`src/rtl/puq_pkg.sv`:
```
// power-up event qualifier: constants, register map, state type
// assumes a 25 MHz ref_clk and a 32-bit apb master
// Behaviour
// - overvoltage debounce is picked by a two-bit code: 00 10us, 01 100us, 10 1000us, 11 reserved.
// - with the power-on pin high, the first slot starts within 1.5 ms of the supply crossing undervoltage.
// - the 1.5 ms budget is for level mode only; after a valid event level and edge modes time alike.
// - crossing undervoltage clears the low-power-off bit, and with the pin low the block stays in low-power off.
// - with the bit at 0, a pin rise leads through the bias phase to the first slot within 800 us.
// - fuse loading completes and is flagged within 600 us of the supply crossing undervoltage; the code flags it 3 ref_clk cycles after 600 us.
// - software may change the low-power-off bit only in run, and it holds until the next undervoltage crossing.
// - with pin sense 0, the pin driven high in an off state is a power-up event.
// - with pin sense 1, the pin falling and staying low for the debounce time is a power-up event.
// - an event counts only above undervoltage and below overvoltage, unless lockout is off or its shutdown select is 0.
// - trim, fuse and self-test faults must all be 0 and no thermal shutdown for an event to count.
package puq_pkg;
    localparam int CLK_MHZ          = 25;
    localparam int OV_DBNC0_US      = 10;
    localparam int OV_DBNC1_US      = 100;
    localparam int OV_DBNC2_US      = 1000;
    localparam int OV_DBNC0_CYC     = OV_DBNC0_US * CLK_MHZ;
    localparam int OV_DBNC1_CYC     = OV_DBNC1_US * CLK_MHZ;
    localparam int OV_DBNC2_CYC     = OV_DBNC2_US * CLK_MHZ;
    localparam int FUSE_LOAD_MAX_US = 600;
    localparam int FUSE_LOAD_CYC    = FUSE_LOAD_MAX_US * CLK_MHZ;
    localparam int PWRUP_LPM_MAX_US = 800;
    localparam int PWRUP_LPM_CYC    = PWRUP_LPM_MAX_US * CLK_MHZ;
    localparam int STARTUP_MAX_US   = 1500;
    localparam int STARTUP_CYC      = STARTUP_MAX_US * CLK_MHZ;
    localparam int BIAS_US          = 100;
    localparam int BIAS_CYC         = BIAS_US * CLK_MHZ;

    localparam logic [1:0] OVSEL_10US   = 2'h0;
    localparam logic [1:0] OVSEL_100US  = 2'h1;
    localparam logic [1:0] OVSEL_1000US = 2'h2;

    localparam logic [11:0] ADDR_CTRL   = 12'h000;
    localparam logic [11:0] ADDR_DBNC   = 12'h004;
    localparam logic [11:0] ADDR_STATUS = 12'h008;

    localparam int CTRL_LPOFF_BIT = 0;
    localparam int CTRL_OVSEL_LSB = 1;
    localparam int CTRL_OVEN_BIT  = 3;
    localparam logic        CTRL_LPOFF_RST = 1'h0;
    localparam logic [1:0]  CTRL_OVSEL_RST = 2'h0;
    localparam logic        CTRL_OVEN_RST  = 1'h1;
    localparam logic [15:0] DBNC_RST       = 16'h0100;

    localparam int ST_STATE_LSB = 0;
    localparam int ST_FDONE_BIT = 3;
    localparam int ST_FPIN_BIT  = 4;
    localparam int ST_FOVS_BIT  = 5;
    localparam int ST_QUAL_BIT  = 6;
    localparam int ST_OVF_BIT   = 7;
    localparam int ST_PEND_BIT  = 8;

    // synchroniser lanes
    localparam int SY_PIN  = 0;
    localparam int SY_UV   = 1;
    localparam int SY_OV   = 2;
    localparam int SY_TRIM = 3;
    localparam int SY_FUSE = 4;
    localparam int SY_STST = 5;
    localparam int SY_TSD  = 6;
    localparam int SY_FPIN = 7;
    localparam int SY_FOVS = 8;
    localparam int SY_N    = 9;

    typedef enum logic [2:0] {
        S_NOPWR,
        S_FUSE,
        S_LPOFF,
        S_BIAS,
        S_RUN
    } puq_state_t;
endpackage : puq_pkg

```
`src/rtl/puq_ov_if.sv`:
```
// carrier between the qualifier and its overvoltage filter
// assumes the raw flag is already synchronised to ref_clk
`timescale 1ns/100ps
interface puq_ov_if;
    logic       ov_raw;
    logic [1:0] sel;
    logic       ov_flag;
    modport filt (input ov_raw, input sel, output ov_flag);
    modport user (output ov_raw, output sel, input ov_flag);
endinterface : puq_ov_if

```
`src/rtl/puq_ov_filter.sv`:
```
// debounce of the input overvoltage comparator
// assumes ov_raw is synchronous to ref_clk
`timescale 1ns/100ps
module puq_ov_filter #(
    parameter int CW    = 15,
    parameter int C_10  = puq_pkg::OV_DBNC0_CYC,
    parameter int C_100 = puq_pkg::OV_DBNC1_CYC,
    parameter int C_1K  = puq_pkg::OV_DBNC2_CYC
) (
    input  wire logic ref_clk,
    input  wire logic rst,
    puq_ov_if.filt    ov
);
    logic [CW-1:0] cnt_r;
    logic [CW-1:0] cnt_nxt;
    logic [CW-1:0] lim;
    logic          flag_r;
    logic          flag_nxt;

    always_comb begin
        case (ov.sel)
            puq_pkg::OVSEL_10US:   lim = CW'(C_10);
            puq_pkg::OVSEL_100US:  lim = CW'(C_100);
            puq_pkg::OVSEL_1000US: lim = CW'(C_1K);
            // reserved code: longest filter is the safe side
            default:               lim = CW'(C_1K);
        endcase
        cnt_nxt  = '0;
        flag_nxt = flag_r;
        if (ov.ov_raw != flag_r) begin
            if (cnt_r + CW'(1) >= lim) begin
                flag_nxt = ov.ov_raw;
            end else begin
                cnt_nxt = cnt_r + CW'(1);
            end
        end
    end

    always_ff @(posedge ref_clk or posedge rst) begin
        if (rst) begin
            cnt_r  <= '0;
            flag_r <= 1'b0;
        end else begin
            cnt_r  <= cnt_nxt;
            flag_r <= flag_nxt;
        end
    end

    assign ov.ov_flag = flag_r;
endmodule : puq_ov_filter

```
`src/rtl/puq_qualifier.sv`:
```
// power-up event qualifier top: pin sensing, qualification, startup fsm
// assumes analog comparators and fault lines arrive asynchronously
`timescale 1ns/100ps
module puq_qualifier #(
    parameter int FUSE_CYC = puq_pkg::FUSE_LOAD_CYC,
    parameter int BIAS_CYC = puq_pkg::BIAS_CYC,
    parameter int OV_1K    = puq_pkg::OV_DBNC2_CYC,
    parameter int CW       = 16
) (
    input  wire logic        ref_clk,
    input  wire logic        rst,
    input  wire logic        psel,
    input  wire logic        penable,
    input  wire logic        pwrite,
    input  wire logic [11:0] paddr,
    input  wire logic [31:0] pwdata,
    output logic      [31:0] prdata,
    output logic             pready,
    output logic             pslverr,
    input  wire logic        power_on_pin,
    input  wire logic        vin_above_uv,
    input  wire logic        vin_above_ovlo,
    input  wire logic        trim_fault,
    input  wire logic        fuse_fault,
    input  wire logic        self_test_fault,
    input  wire logic        thermal_shutdown,
    input  wire logic        fused_pin_sense_select,
    input  wire logic        fused_overvoltage_shutdown_select,
    output logic             fuse_load_done,
    output logic             low_power_off_state,
    output logic             run_mode,
    output logic             first_slot_start
);
    logic [puq_pkg::SY_N-1:0] raw;
    logic [puq_pkg::SY_N-1:0] s1_r;
    logic [puq_pkg::SY_N-1:0] s2_r;

    assign raw = {fused_overvoltage_shutdown_select, fused_pin_sense_select,
                  thermal_shutdown, self_test_fault, fuse_fault, trim_fault,
                  vin_above_ovlo, vin_above_uv, power_on_pin};

    genvar gi;
    generate
        for (gi = 0; gi < puq_pkg::SY_N; gi++) begin : g_sync
            always_ff @(posedge ref_clk or posedge rst) begin
                if (rst) begin
                    s1_r[gi] <= 1'b0;
                    s2_r[gi] <= 1'b0;
                end else begin
                    s1_r[gi] <= raw[gi];
                    s2_r[gi] <= s1_r[gi];
                end
            end
        end
    endgenerate

    logic pin;
    logic uv_ok;
    assign pin   = s2_r[puq_pkg::SY_PIN];
    assign uv_ok = s2_r[puq_pkg::SY_UV];

    puq_ov_if ovc ();
    puq_ov_filter #(
        .CW    (15),
        .C_10  (puq_pkg::OV_DBNC0_CYC),
        .C_100 (puq_pkg::OV_DBNC1_CYC),
        .C_1K  (OV_1K)
    ) u_ovf (
        .ref_clk (ref_clk),
        .rst     (rst),
        .ov      (ovc.filt)
    );

    puq_pkg::puq_state_t st_r, st_nxt;
    logic [CW-1:0] cnt_r, cnt_nxt;
    logic [15:0]   dcnt_r, dcnt_nxt;
    logic          armed_r, armed_nxt;
    logic          pend_r, pend_nxt;
    logic          pin_d_r, uv_d_r;
    logic          fpin_r, fpin_nxt;
    logic          fovs_r, fovs_nxt;
    logic          fdone_r, fdone_nxt;
    logic          slot_r, slot_nxt;
    logic          lpoff_r, lpoff_nxt;
    logic [1:0]    ovsel_r, ovsel_nxt;
    logic          oven_r, oven_nxt;
    logic [15:0]   dbnc_r, dbnc_nxt;
    logic [31:0]   prdata_r, prdata_nxt;
    logic          pready_r, pready_nxt;
    logic          pslverr_r, pslverr_nxt;
    logic          uv_rise, pin_fall, evt, qual, wr_fire, access;
    logic [31:0]   rd_val;
    logic          rd_hit;

    assign ovc.ov_raw = s2_r[puq_pkg::SY_OV];
    assign ovc.sel    = ovsel_r;

    assign uv_rise  = uv_ok & ~uv_d_r;
    assign pin_fall = ~pin & pin_d_r;
    assign qual = uv_ok
                & (~ovc.ov_flag | ~oven_r | ~fovs_r)
                & ~s2_r[puq_pkg::SY_TRIM] & ~s2_r[puq_pkg::SY_FUSE]
                & ~s2_r[puq_pkg::SY_STST] & ~s2_r[puq_pkg::SY_TSD];
    // level mode: pin high; edge mode: debounced low after a fall
    assign evt = fpin_r ? pend_r : pin;

    // pin debounce for edge-sensitive sensing
    always_comb begin
        armed_nxt = armed_r;
        dcnt_nxt  = dcnt_r;
        pend_nxt  = pend_r;
        if (pin) begin
            armed_nxt = 1'b0;
            dcnt_nxt  = '0;
            pend_nxt  = 1'b0;
        end else if (pin_fall) begin
            armed_nxt = 1'b1;
            dcnt_nxt  = '0;
        end else if (armed_r) begin
            if (dcnt_r + 16'h0001 >= dbnc_r) begin
                armed_nxt = 1'b0;
                pend_nxt  = 1'b1;
            end else begin
                dcnt_nxt = dcnt_r + 16'h0001;
            end
        end
        if (st_r == puq_pkg::S_LPOFF && evt && qual) begin
            pend_nxt = 1'b0;
        end
    end

    // startup sequencing
    always_comb begin
        st_nxt    = st_r;
        cnt_nxt   = cnt_r;
        fpin_nxt  = fpin_r;
        fovs_nxt  = fovs_r;
        fdone_nxt = fdone_r;
        slot_nxt  = 1'b0;
        if (!uv_ok) begin
            st_nxt    = puq_pkg::S_NOPWR;
            fdone_nxt = 1'b0;
        end else begin
            case (st_r)
                puq_pkg::S_NOPWR: begin
                    st_nxt  = puq_pkg::S_FUSE;
                    cnt_nxt = '0;
                end
                puq_pkg::S_FUSE: begin
                    cnt_nxt = cnt_r + CW'(1);
                    if (cnt_r == CW'(FUSE_CYC - 1)) begin
                        st_nxt    = puq_pkg::S_LPOFF;
                        fdone_nxt = 1'b1;
                        fpin_nxt  = s2_r[puq_pkg::SY_FPIN];
                        fovs_nxt  = s2_r[puq_pkg::SY_FOVS];
                    end
                end
                puq_pkg::S_LPOFF: begin
                    // pin low at supply arrival parks here
                    if (evt && qual) begin
                        st_nxt  = puq_pkg::S_BIAS;
                        cnt_nxt = '0;
                    end
                end
                puq_pkg::S_BIAS: begin
                    // one bias path for both pin modes
                    cnt_nxt = cnt_r + CW'(1);
                    if (!qual) begin
                        st_nxt = puq_pkg::S_LPOFF;
                    end else if (cnt_r == CW'(BIAS_CYC - 1)) begin
                        st_nxt   = puq_pkg::S_RUN;
                        slot_nxt = 1'b1;
                    end
                end
                puq_pkg::S_RUN: st_nxt = puq_pkg::S_RUN;
                default:        st_nxt = puq_pkg::S_NOPWR;
            endcase
        end
    end

    // apb slave, one wait state so read data comes from a flop
    assign access  = psel & penable;
    assign wr_fire = access & pready_r & pwrite;

    always_comb begin
        rd_val = 32'h0000_0000;
        rd_hit = 1'b1;
        case (paddr)
            puq_pkg::ADDR_CTRL: begin
                rd_val[puq_pkg::CTRL_LPOFF_BIT] = lpoff_r;
                rd_val[puq_pkg::CTRL_OVSEL_LSB +: 2] = ovsel_r;
                rd_val[puq_pkg::CTRL_OVEN_BIT] = oven_r;
            end
            puq_pkg::ADDR_DBNC: rd_val[15:0] = dbnc_r;
            puq_pkg::ADDR_STATUS: begin
                rd_val[puq_pkg::ST_STATE_LSB +: 3] = st_r;
                rd_val[puq_pkg::ST_FDONE_BIT] = fdone_r;
                rd_val[puq_pkg::ST_FPIN_BIT]  = fpin_r;
                rd_val[puq_pkg::ST_FOVS_BIT]  = fovs_r;
                rd_val[puq_pkg::ST_QUAL_BIT]  = qual;
                rd_val[puq_pkg::ST_OVF_BIT]   = ovc.ov_flag;
                rd_val[puq_pkg::ST_PEND_BIT]  = pend_r;
            end
            default: rd_hit = 1'b0;
        endcase
        pready_nxt  = access & ~pready_r;
        prdata_nxt  = prdata_r;
        pslverr_nxt = 1'b0;
        if (access && !pready_r) begin
            prdata_nxt  = pwrite ? 32'h0000_0000 : rd_val;
            pslverr_nxt = ~rd_hit |
                          (pwrite & (paddr == puq_pkg::ADDR_STATUS));
        end
        lpoff_nxt = lpoff_r;
        ovsel_nxt = ovsel_r;
        oven_nxt  = oven_r;
        dbnc_nxt  = dbnc_r;
        if (wr_fire && paddr == puq_pkg::ADDR_CTRL) begin
            if (st_r == puq_pkg::S_RUN) begin
                lpoff_nxt = pwdata[puq_pkg::CTRL_LPOFF_BIT];
            end
            ovsel_nxt = pwdata[puq_pkg::CTRL_OVSEL_LSB +: 2];
            oven_nxt  = pwdata[puq_pkg::CTRL_OVEN_BIT];
        end
        if (wr_fire && paddr == puq_pkg::ADDR_DBNC) begin
            dbnc_nxt = pwdata[15:0];
        end
        // supply arrival outranks a coincident software write
        if (uv_rise) begin
            lpoff_nxt = puq_pkg::CTRL_LPOFF_RST;
        end
    end

    always_ff @(posedge ref_clk or posedge rst) begin
        if (rst) begin
            st_r      <= puq_pkg::S_NOPWR;
            cnt_r     <= '0;
            dcnt_r    <= '0;
            armed_r   <= 1'b0;
            pend_r    <= 1'b0;
            pin_d_r   <= 1'b0;
            uv_d_r    <= 1'b0;
            fpin_r    <= 1'b0;
            fovs_r    <= 1'b0;
            fdone_r   <= 1'b0;
            slot_r    <= 1'b0;
            lpoff_r   <= puq_pkg::CTRL_LPOFF_RST;
            ovsel_r   <= puq_pkg::CTRL_OVSEL_RST;
            oven_r    <= puq_pkg::CTRL_OVEN_RST;
            dbnc_r    <= puq_pkg::DBNC_RST;
            prdata_r  <= 32'h0000_0000;
            pready_r  <= 1'b0;
            pslverr_r <= 1'b0;
        end else begin
            st_r      <= st_nxt;
            cnt_r     <= cnt_nxt;
            dcnt_r    <= dcnt_nxt;
            armed_r   <= armed_nxt;
            pend_r    <= pend_nxt;
            pin_d_r   <= pin;
            uv_d_r    <= uv_ok;
            fpin_r    <= fpin_nxt;
            fovs_r    <= fovs_nxt;
            fdone_r   <= fdone_nxt;
            slot_r    <= slot_nxt;
            lpoff_r   <= lpoff_nxt;
            ovsel_r   <= ovsel_nxt;
            oven_r    <= oven_nxt;
            dbnc_r    <= dbnc_nxt;
            prdata_r  <= prdata_nxt;
            pready_r  <= pready_nxt;
            pslverr_r <= pslverr_nxt;
        end
    end

    assign prdata              = prdata_r;
    assign pready              = pready_r;
    assign pslverr             = pslverr_r & pready_r;
    assign fuse_load_done      = fdone_r;
    assign low_power_off_state = (st_r == puq_pkg::S_LPOFF);
    assign run_mode            = (st_r == puq_pkg::S_RUN);
    assign first_slot_start    = slot_r;
endmodule : puq_qualifier

```
`config.mk`:
```
export PLATFORM = sky130hd
export DESIGN_NAME = puq_qualifier
export DESIGN_NICKNAME = d
export VERILOG_FILES = /design/src/rtl/puq_pkg.sv /design/src/rtl/puq_ov_if.sv /design/src/rtl/puq_ov_filter.sv /design/src/rtl/puq_qualifier.sv
export SDC_FILE = /design/constraint.sdc
export NUM_CORES = 1
export LEC_CHECK = 0
export ABC_AREA = 1
export BUFFER_PORTS_ARGS = -buffer_cell sky130_fd_sc_hd__buf_4
export CORE_UTILIZATION = 40
export CTS_BUF_LIST = sky130_fd_sc_hd__clkbuf_8
export CTS_CLUSTER_SIZE = 30
export DETAILED_ROUTE_END_ITERATION = 10
export PLACE_DENSITY = 0.66
export SYNTH_ARGS = -nofsm -noshare
export SYNTH_HDL_FRONTEND = slang
export SYNTH_SLANG_ARGS = --single-unit
```
`constraint.sdc`:
```
create_clock -name ref_clk -period 3.3 [get_ports ref_clk]
set_input_delay 0.33 -clock ref_clk [delete_from_list [all_inputs] [get_ports ref_clk]]
set_output_delay 0.33 -clock ref_clk [all_outputs]
set_load 0.05 [all_outputs]
```
== After elaboration in Yosys (flattened, before gate mapping) ==
Cells that the tools add are included.
Word-level totals
  register bits: 131
  input bits: 58
  output and inout port bits: 38
  logic and storage cells: 155
Cells by class
  $add $sub $neg: 3
  magnitude comparators: 2
  eq/ne operators: 18
  mux-type cells: 41
  bitwise gates (word level): 27
  reductions and logical operators: 26
Operators by type and width (count)
  $mux W16: 6
  $pmux W16 S3: 1
  $add A16 B1 Y16 const B: 2
  $mux W15: 2
  $pmux W15 S2: 1
  $mux W1: 22
  $eq A16 B12 Y1 const B: 1
  $eq A16 B14 Y1 const B: 1
  $ge A16 B16 Y1: 1
  $add A15 B1 Y15 const B: 1
  $ge A15 B15 Y1: 1
  $mux W3: 5
  $pmux W3 S5: 1
  $and A1 B1 Y1: 13
  $eq A12 B3 Y1 const B: 1
  $eq A12 B4 Y1 const B: 1
  $logic_not A12 Y1: 1
  $pmux W4 S3: 1
  $reduce_and A3 Y1: 4
  $reduce_bool A3 Y1: 4
  $not A1 Y1: 11
  $pmux W5 S2: 1
  $reduce_and A2 Y1: 4
  $mux W7: 1
  17 further kinds: 30

== Longest topological paths before layout ==
Gate-level depths: netlist (run 1).
  depth after elaboration: 12
  mapped depth: 18
  depth with buffers taken out: 18

== Modules after synthesis ==
A second synthesis (run 1) with hierarchy kept.
Second synthesis, totals
  cell total of the unflattened synthesis: 853
  area total of the unflattened synthesis: 6772.7 µm²
By module, submodules not included
  puq_qualifier: times used 1, cells each 693, area an instance 5461.5 µm², sequential area each 2479.9 µm²
  puq_ov_filter: times used 1, cells each 160, area an instance 1311.3 µm², sequential area each 400.4 µm²

== Worst setup path after synthesis (run 1) ==
No wires, ideal clock.
  kind: reg-to-reg
  from: register dcnt_r[0]
  to: register dcnt_r[6]
  library setup time: 117 ps
  arrival: 2577 ps
  required time: 3183 ps
  setup slack: 606 ps
  cell stages (with the launch flop): 18
  period minus slack after synthesis: 2694 ps
  cells stage by stage: dfrtp_1 -> nand3_1 -> nor2_2 -> nand2_1 -> nor2_2 -> nand3_1 -> nor2_1 -> xnor2_1 -> inv_1 -> ha_1 -> nand2_1 -> nor4_1 -> nand2_1 -> nand4_2 -> nor2_2 -> buf_4 -> nand2_1 -> nand2_1
Between the ends
  word-level cells in the longest chain between the ends: 5
  elaborated cells on any way between the ends: 8
Ends and longest elaborated chain
  from (decl): line puq_qualifier.sv:76  | logic [15:0] dcnt_r, dcnt_nxt;
  from (signal assigned): line puq_qualifier.sv:257  | dcnt_r <= dcnt_nxt;
  $add A16 B1 Y16 *: line puq_qualifier.sv:120, puq_qualifier.sv:124
  parallel branches: the longest is 4 deep, another holds $ge A16 B16 Y1
Every way passes the cells marked *. The select of a mux whose other input is x is not followed.
A chain may end at the register's enable or synchronous reset.

== Worst setup path after layout (run 1) ==
  from: register dcnt_r[0]
  to: register dcnt_r[14]
The elaborated chain is that of the path after synthesis.

==> flow_summary.json, run 1 <==
{
  "startpoint_type": "flop",
  "r2r_start": "dcnt_r[0]",
  "netlist.area_leader.share_pct": 45.4,
  "combinationalPowerShare_pct": 12.9,
  "drv_slew": 0,
  "path_max_fanout": 17,
  "fmax_ghz": 0.338,
  "slew_headroom_pct": 44.0,
  "ir_drop_mv": 0.270,
  "first_iter_violations": 281,
  "synth_area_um2": 6230,
  "routed.top_layer": "met4",
  "fin_skew_ns": 0.0168,
  "endpoint_kind": "flop",
  "route.met2.wl_um": 6660,
  "globalRouteTotalUtil_pct": 19.3,
  "drt_drc_violations_left": 0,
  "rsz0062_at_grt": "no",
  "critPathArrivalTime_ns": 3.35,
  "htree_levels": 4,
  "num_io_pins": 96,
  "wl_met3_um": 527,
  "cts_sinks": 115,
  "synthDistinctLibCells": 44,
  "num_rows": 45,
  "core_area_um2": 15200,
  "fillers": 1478,
  "ys_async_sr_fraction_pct": 100,
  "finalHoldWorstSlack_ns": 0.0427,
  "outcome": "completed",
  "netlist_instances": 769,
  "dieArea_um2": 16100,
  "power_frac_seq_pct": 47.9,
  "met1_length_um": 6700,
  "ys_warn_count": 0,
  "clockPowerShare_pct": 39.2,
  "drt-vias-per-instance": 4.91,
  "diodes": 0,
  "area_growth_pct": 17.7,
  "synth_top_flop_cell": "dfrtp_1",
  "p_sw_w": 0.000929,
  "grt_pass1_vias": 5115,
  "place_congestion": 0.854,
  "rr_worst_depth": 16,
  "antenna_found_initial": 0,
  "numCtsBuffers": 17,
  "required_ns": 3.69,
  "fp.dieH_um": 127,
  "cap_violations": 0,
  "leakagePower_nw": 3.70,
  "detail-route-antenna-nets": 0,
  "initial_core_util_pct": 41.0,
  "routedWlPerCell_um": 13.4,
  "grt-ovfl-total": 0,
  "drive_above_1_share_pct": 14.7,
  "grt_pass1_wl_um": 24200,
  "totalWireLength_um": 14100,
  "hold_class": "in -> async",
  "synth_top_cells_by_area": "dfrtp_1, nand2_1, inv_1",
  "clk-insertion-delay-late_ns": 0.45,
  "port_buffers": 63,
  "p_int_w": 0.00217,
  "yosysSeqAreaShare_pct": 46.2,
  "switching_share_pct": 29.9,
  "clock_path_buffers": 2,
  "clock-root-buffer": "clkbuf_8",
  "setup_viol": 0,
  "r2r_end": "dcnt_r[14]",
  "ys_top_cells_by_count": "nand2_1, dfrtp_1, inv_1",
  "ys_ff_latch": 115,
  "grt_max_degree": 55,
  "firstDrtPassIters": 5,
  "worstSetupPathType": "reg -> reg",
  "p_per_area_nw_per_um2": 423,
  "avgSynthCellArea_um2": 8.10,
  "hpwl_um": 10300,
  "path_clk_slew_ns": 0.07,
  "finalHoldViolCount": 0,
  "num_vias": 5169,
  "nets": 938,
  "finalCritPeriodShare_pct": 89.7,
  "period_minus_slack_ns": 2.96,
  "synth_most_common_cell": "nand2_1",
  "post_cts_buffers": 0,
  "yosysTopAreaCell": "dfrtp_1",
  "max_slew.worst_pin.slew_ns": 0.838,
  "synth_edf_count": 0,
  "reg2reg_slack_ns": 0.34,
  "die_x_um": 127,
  "cts_tree": "yes",
  "tns_ns": 0
}
## cells by family after synthesis
group / synth area share, %
other cells: 0.0602
buf+inv: 9.12
compound gates: 9.02
flops: 46.2
xor+xnor: 2.67
simple gates: 27.1
fa+ha+maj: 5.83
## layer usage
metal | track usage, % | vias up
li1 | - | 2647
met1 | 25.0 | 2412
met2 | 31.1 | 92
met3 | 5.10 | 18
met4 | 6.79 | 0
met5 | 0 | -
## cell usage in the layout, fill, tap and decap left out, drive strengths merged, types with 2 or more instances in the layout
master       Yosys  routed
a21boi           2       2
a21oi           42      42
buf             23      69
clkbuf           7      18
clkinv           1       8
clkinvlp         0       5
conb             1      16
dfrtp          113     113
dfstp            2       2
dlygate4sd3      0       9
ha              29      29
inv             99     100
nand2          183     183
nand3           59      59
nand3b           4       4
nand4           22      22
nor2            86      86
nor3            12      12
nor4            10      10
o211ai           3       3
o21ai           28      28
o221ai           3       3
o22ai            4       4
o31ai            7       7
or2              3       3
xnor2            5       5
xor2            14      14
## area by class of cell
cell class / count / area [um2] / area share (%)
Sequential cell: 115 / 2880 / 39.3
Clock inverter: 14 / 118 / 1.60
Tap cell: 188 / 235 / 3.21
Inverter: 100 / 379 / 5.17
Multi-Input combinational cell: 539 / 2850 / 38.9
Clock buffer: 18 / 248 / 3.38
Timing Repair Buffer: 78 / 621 / 8.47
## how the worst max path moves through the flow
| stage | startpoint | end | cells past startpoint |
|---|---|---|---|
| global route | dcnt_r[0] | dcnt_r[12] | 16 |
| floorplan | dcnt_r[0] | dcnt_r[6] | 17 |
| detailed placement | dcnt_r[0] | dcnt_r[3] | 16 |
| global placement | dcnt_r[0] | dcnt_r[14] | 16 |
| finish | dcnt_r[0] | dcnt_r[14] | 16 |
| CTS | dcnt_r[0] | dcnt_r[12] | 16 |
## critical path, cell delays in order, from the launching register on
cell and delay [ns]:
dfrtp_1 0.44, nand3_1 0.17, nor2_2 0.18, nand2_1 0.12, nor2_2 0.16, nand3_1 0.12
nor2_1 0.13, xnor2_1 0.13, inv_1 0.07, ha_1 0.29, nand2_1 0.09, nor4_2 0.33
nand2_1 0.12, nand4_2 0.14, buf_4 0.23, nand3_1 0.10, nand2_1 0.08
## power groups by stage
stage                     registers (W)  logic (W)  clock network [W]
after floorplan                 0.00150   0.000293                  0
after global placement          0.00151   0.000391                  0
after detailed placement        0.00151   0.000393                  0
after CTS                       0.00149   0.000403            0.00124
after global routing            0.00149   0.000445            0.00130
final                           0.00149   0.000399            0.00122
## registers in the layout, indices dropped and copies added (netlist names), 2 cells and up
signal	cells
prdata	16
cnt_r	16
dcnt_r	16
ovc.sel	2
s2_r	6
u_ovf.cnt_r	15
dbnc_r	16
st_r	3
s1_r	9
## repair_timing
action | in CTS | in global routing
hold buffers | 9 | 0
endpoints found under the hold margin | 9 | 0
resized for setup | 0 | 2
setup endpoints to repair | 0 | 16
## metrics by stage
stage          cell area (um2)  util (%)  setup slack [ns]  cells  power (W)
6_report                  7330      48.2             0.339   1052    0.00310
5_1_grt                   7330      48.2            0.0555   1052    0.00324
4_1_cts                   7320      48.1             0.158   1052    0.00313
3_5_place_dp              6860      45.1             0.169   1011    0.00191
3_3_place_gp              6860      45.1             0.226   1011    0.00190
2_1_floorplan             6290         -             0.606    784    0.00180
No activity file was read; power rests on OpenSTA's default activity.
==> run 2: changes to the inputs <==
Settings changed: HOLD_SLACK_MARGIN set to 0.1.
==> flow_summary.json, run 2 (synthesized netlist as in run 1, its figures left out) <==
{
  "worstSetupPathType": "reg -> reg",
  "grt_max_degree": 55,
  "clock-root-buffer": "clkbuf_8",
  "routedWlPerCell_um": 13.4,
  "place_area_um2": 6860,
  "initial_core_util_pct": 41.0,
  "startpoint_type": "flop",
  "dp_slack_ns": 0.169,
  "numCtsBuffers": 17,
  "fmax_ghz": 0.338,
  "p_per_area_nw_per_um2": 421,
  "firstDrtPassIters": 5,
  "cap_violations": 0,
  "finalHoldViolCount": 0,
  "grt_pass1_vias": 5153,
  "diodes": 0,
  "fin_skew_ns": 0.0168,
  "drt_drc_violations_left": 0,
  "path_clk_slew_ns": 0.07,
  "drv_slew": 0,
  "area_growth_pct": 18.6,
  "totalWireLength_um": 14200,
  "switching_share_pct": 29.9,
  "grt-ovfl-total": 0,
  "die_x_um": 127,
  "outcome": "completed",
  "clk-insertion-delay-late_ns": 0.45,
  "slew_headroom_pct": 43.9,
  "path_max_fanout": 17,
  "final_cell_mix": "nand2_1, dfrtp_1, inv_1, nor2_1, buf_4",
  "tns_ns": 0,
  "clock_path_buffers": 2,
  "combinationalPowerShare_pct": 13.0,
  "power_frac_seq_pct": 47.8,
  "leakagePower_nw": 3.72,
  "post_cts_buffers": 0,
  "hold_class": "in -> reg",
  "drive_above_1_share_pct": 14.6,
  "num_vias": 5200,
  "drt-vias-per-instance": 4.91,
  "place_congestion": 0.854,
  "finish.instance_area_um2": 7390,
  "fp.dieH_um": 127,
  "max_slew.worst_pin.slew_ns": 0.839,
  "p_sw_w": 0.000931,
  "p_int_w": 0.00218,
  "setup_ws_ns": 0.343,
  "grt_pass1_wl_um": 24300,
  "finalCritPeriodShare_pct": 89.6,
  "utilization_pct": 48.6,
  "detail-route-antenna-nets": 0,
  "first_iter_violations": 255,
  "num_io_pins": 96,
  "clockPowerShare_pct": 39.2,
  "nets": 944,
  "critPathArrivalTime_ns": 3.34,
  "port_buffers": 63,
  "hpwl_um": 10300,
  "num_rows": 45,
  "cts_tree": "yes",
  "endpoint_kind": "flop",
  "globalRouteTotalUtil_pct": 19.4,
  "rsz0062_at_grt": "no",
  "required_ns": 3.69,
  "setup_viol": 0,
  "core_area_um2": 15200,
  "fillers": 1476,
  "period_minus_slack_ns": 2.96,
  "ir_drop_mv": 0.270,
  "cts_sinks": 115,
  "layout_commonest_cell": "nand2_1",
  "htree_levels": 4,
  "dieArea_um2": 16100,
  "antenna_found_initial": 0
}
-- run 2: cell count changes in the layout (fill, tap and decap cells not counted) --
cell | previous run | this run
dlygate4sd3_1 | 9 | 15
-- run 2: final cells by class --
| class | instances | area [um2] | share of cell area [%] |
|---|---|---|---|
| clock inverters | 14 | 118 | 1.59 |
| inverters | 100 | 379 | 5.13 |
| multi-input cells | 539 | 2850 | 38.5 |
| clock buffers | 18 | 248 | 3.35 |
| repair buffers | 84 | 681 | 9.21 |
| well taps | 188 | 235 | 3.18 |
| flip-flops and latches | 115 | 2880 | 39.0 |
-- run 2: what timing repair did --
action | 4_1_cts | 5_1_grt
endpoints found under the setup margin | 0 | 16
gates resized for setup | 0 | 2
hold endpoints to repair | 48 | 0
hold buffers | 15 | 0
-- run 2: per-layer routing --
layer | share of wire (%) | up-vias | global-route usage, %
li1 | - | 2656 | -
met1 | 47 | 2420 | 25.0
met2 | 48 | 106 | 31.5
met3 | 3.8 | 18 | 5.10
met4 | 1.3 | 0 | 6.79
met5 | 0 | - | 0
-- run 2: power groups by stage --
stage,Clock [W],Sequential [W],Combinational (W)
after detailed placement,0,0.00151,0.000393
after global routing,0.00130,0.00149,0.000451
after global placement,0,0.00151,0.000391
after floorplan,0,0.00150,0.000293
final,0.00122,0.00149,0.000404
after CTS,0.00124,0.00149,0.000408
-- run 2: path summary, 6_finish.rpt --
check,startpoint,end,slack (ns),depth (start not counted)
worst max-delay path,dcnt_r[0],dcnt_r[14],0.34,16
worst min-delay path,pwdata[4],dbnc_r[4],0.13,3
worst max register to register,dcnt_r[0],dcnt_r[14],0.34,16
worst min register to register,s1_r[8],s2_r[8],0.35,0
max in group asynchronous,rst,oven_r,1.92,4
min in group asynchronous,rst,dbnc_r[14],0.60,3
-- run 2: per-stage QoR --
| step | hold WS, ns | cells | power, W |
|---|---|---|---|
| 3_5_place_dp | 0.336 | 1011 | 0.00191 |
| 4_1_cts | 0.104 | 1058 | 0.00314 |
| 6_report | 0.135 | 1058 | 0.00311 |
| 3_3_place_gp | 0.333 | 1011 | 0.00190 |
| 2_1_floorplan | 0.331 | 784 | 0.00180 |
| 5_1_grt | 0.123 | 1058 | 0.00324 |
-- run 2: critical path, stage by stage, from the launching register on --
cell and delay [ns]:
dfrtp_1 0.44, nand3_1 0.16, nor2_2 0.18, nand2_1 0.12, nor2_2 0.16, nand3_1 0.12, nor2_1 0.13, xnor2_1 0.13
inv_1 0.07, ha_1 0.29, nand2_1 0.09, nor4_2 0.33, nand2_1 0.12, nand4_2 0.14, buf_4 0.23, nand3_1 0.10
nand2_1 0.08
==> run 3: changes to the inputs <==
Settings changed: CTS_BUF_LIST sky130_fd_sc_hd__clkbuf_8 to unset.
==> flow_summary.json, run 3 (synthesized netlist as in run 1, its figures left out) <==
{
  "setup_viol": 0,
  "place_congestion": 0.854,
  "outcome": "completed",
  "p_per_area_nw_per_um2": 481,
  "min_to": "dbnc_r[12]",
  "fp.dieH_um": 127,
  "power_frac_seq_pct": 41.1,
  "p_int_w": 0.00262,
  "finalCritPeriodShare_pct": 89.7,
  "p_sw_w": 0.000995,
  "clockPowerShare_pct": 47.8,
  "routedWlPerCell_um": 13.5,
  "initial_core_util_pct": 41.0,
  "core_area_um2": 15200,
  "final_cell_mix": "nand2_1, dfrtp_1, inv_1, nor2_1, buf_4",
  "diodes": 0,
  "antenna_found_initial": 0,
  "path_max_fanout": 17,
  "slowest_delay_ns": 0.42,
  "r2r_start": "dcnt_r[0]",
  "first_iter_violations": 296,
  "startpoint_type": "flop",
  "grt_pass1_vias": 5148,
  "finalHoldViolCount": 0,
  "firstDrtPassIters": 5,
  "die_x_um": 127,
  "critical-path-slowest-cell": "dfrtp_1",
  "cts_tree": "yes",
  "setup_ws_ns": 0.340,
  "port_buffers": 63,
  "critPathArrivalTime_ns": 3.31,
  "grt-ovfl-total": 0,
  "cap_violations": 0,
  "clock-root-buffer": "clkbuf_16",
  "tns_ns": 0,
  "worstSetupPathType": "reg -> reg",
  "combinationalPowerShare_pct": 11.0,
  "nets": 939,
  "endpoint_kind": "flop",
  "num_rows": 45,
  "slew_headroom_pct": 43.9,
  "fmax_ghz": 0.338,
  "rsz0062_at_grt": "no",
  "globalRouteTotalUtil_pct": 19.4,
  "numCtsBuffers": 17,
  "max_slew.worst_pin.slew_ns": 0.839,
  "rr_worst_depth": 16,
  "worstHoldPathCells": 3,
  "drt-vias-per-instance": 4.91,
  "leakagePower_nw": 3.78,
  "period_minus_slack_ns": 2.96,
  "switching_share_pct": 27.5,
  "area_growth_pct": 20.9,
  "grt_max_degree": 55,
  "clk-insertion-delay-late_ns": 0.42,
  "reg2reg_slack_ns": 0.34,
  "drive_above_1_share_pct": 14.7,
  "num_io_pins": 96,
  "htree_levels": 4,
  "detail-route-antenna-nets": 0,
  "required_ns": 3.65,
  "post_cts_buffers": 0,
  "fin_skew_ns": 0.00863,
  "drt_drc_violations_left": 0,
  "totalWireLength_um": 14200,
  "cts_sinks": 115,
  "layout_commonest_cell": "nand2_1",
  "hold_class": "in -> reg",
  "cpMostUsedCell": "nand2_1",
  "num_vias": 5169,
  "crit_chain": "nand3_1, nor2_2, nand2_1, nor2_2, nand3_1, nor2_1, xnor2_1, inv_1, ha_1, nand2_1, nor4_2, nand2_1, nand4_2, buf_4, nand3_1, nand2_1",
  "dp_slack_ns": 0.169,
  "path_clk_slew_ns": 0.06,
  "hpwl_um": 10300,
  "ir_drop_mv": 0.383,
  "drv_slew": 0,
  "r2r_end": "dcnt_r[10]",
  "grt_pass1_wl_um": 24400,
  "min_from": "pwdata[12]",
  "dieArea_um2": 16100,
  "clock_path_buffers": 2
}
## run 3: cell count changes in the layout (fill, tap and decap cells not counted), sizes merged
| cell | previous run | this run |
|---|---|---|
| clkbuf | 18 | 20 |
| inv | 100 | 98 |
| dlygate4sd3 | 15 | 10 |
## run 3: layout make-up
cell class	instances	area (um2)
clock buffer	20	447
fill	1456	7670
timing repair buffer	79	631
tap	188	235
sequential	115	2880
multi-input combinational	539	2850
inverter	100	379
clock inverter	12	110
## run 3: worst max-delay path by stage
stage,start,end,depth (start not counted)
2_1_floorplan,dcnt_r[0],dcnt_r[6],17
3_3_place_gp,dcnt_r[0],dcnt_r[14],16
3_5_place_dp,dcnt_r[0],dcnt_r[3],16
5_1_grt,dcnt_r[0],dcnt_r[12],16
4_1_cts,dcnt_r[0],dcnt_r[12],16
6_report,dcnt_r[0],dcnt_r[10],16
## run 3: metrics by stage
stage / hold slack (ns) / instance area (um2) / util [%] / cells / power (W)
final: 0.156 / 7530 / 49.5 / 1053 / 0.00362
after global routing: 0.149 / 7530 / 49.5 / 1053 / 0.00375
after CTS: 0.138 / 7520 / 49.5 / 1053 / 0.00365
after detailed placement: 0.336 / 6860 / 45.1 / 1011 / 0.00191
after global placement: 0.333 / 6860 / 45.1 / 1011 / 0.00190
after floorplan: 0.331 / 6290 / - / 784 / 0.00180
## run 3: power by group through the flow
| stage | clock [W] | combinational, W | sequential (W) |
|---|---|---|---|
| 4_1_cts | 0.00176 | 0.000404 | 0.00149 |
| 6_report | 0.00173 | 0.000400 | 0.00149 |
| 2_1_floorplan | 0 | 0.000293 | 0.00150 |
| 5_1_grt | 0.00181 | 0.000446 | 0.00149 |
| 3_5_place_dp | 0 | 0.000393 | 0.00151 |
| 3_3_place_gp | 0 | 0.000391 | 0.00151 |
## run 3: worst max-delay path: cells and delay by family (launching register included)
family	cells	cell delay, ns
adders and majority gates	1	0.29
and+or+nand+nor	12	1.73
xor gates and xnor gates	1	0.13
buffers and inverters	2	0.31
DFF	1	0.42
## run 3: per-layer routing
| layer | wire length (um) | share of wire, % | track usage, % | up-vias |
|---|---|---|---|---|
| met2 | 6910 | 49 | 32.1 | 110 |
| met3 | 542 | 3.8 | 4.60 | 11 |
| met5 | 0 | 0 | 0 | - |
| met4 | 148 | 1.0 | 6.58 | 0 |
| met1 | 6590 | 46 | 25.1 | 2398 |
| li1 | - | - | - | 2650 |
## run 3: timing repair
item,CTS,global route
hold buffers,10,0
resized for setup,0,2
hold endpoints to repair,43,0
endpoints found under the setup margin,0,16
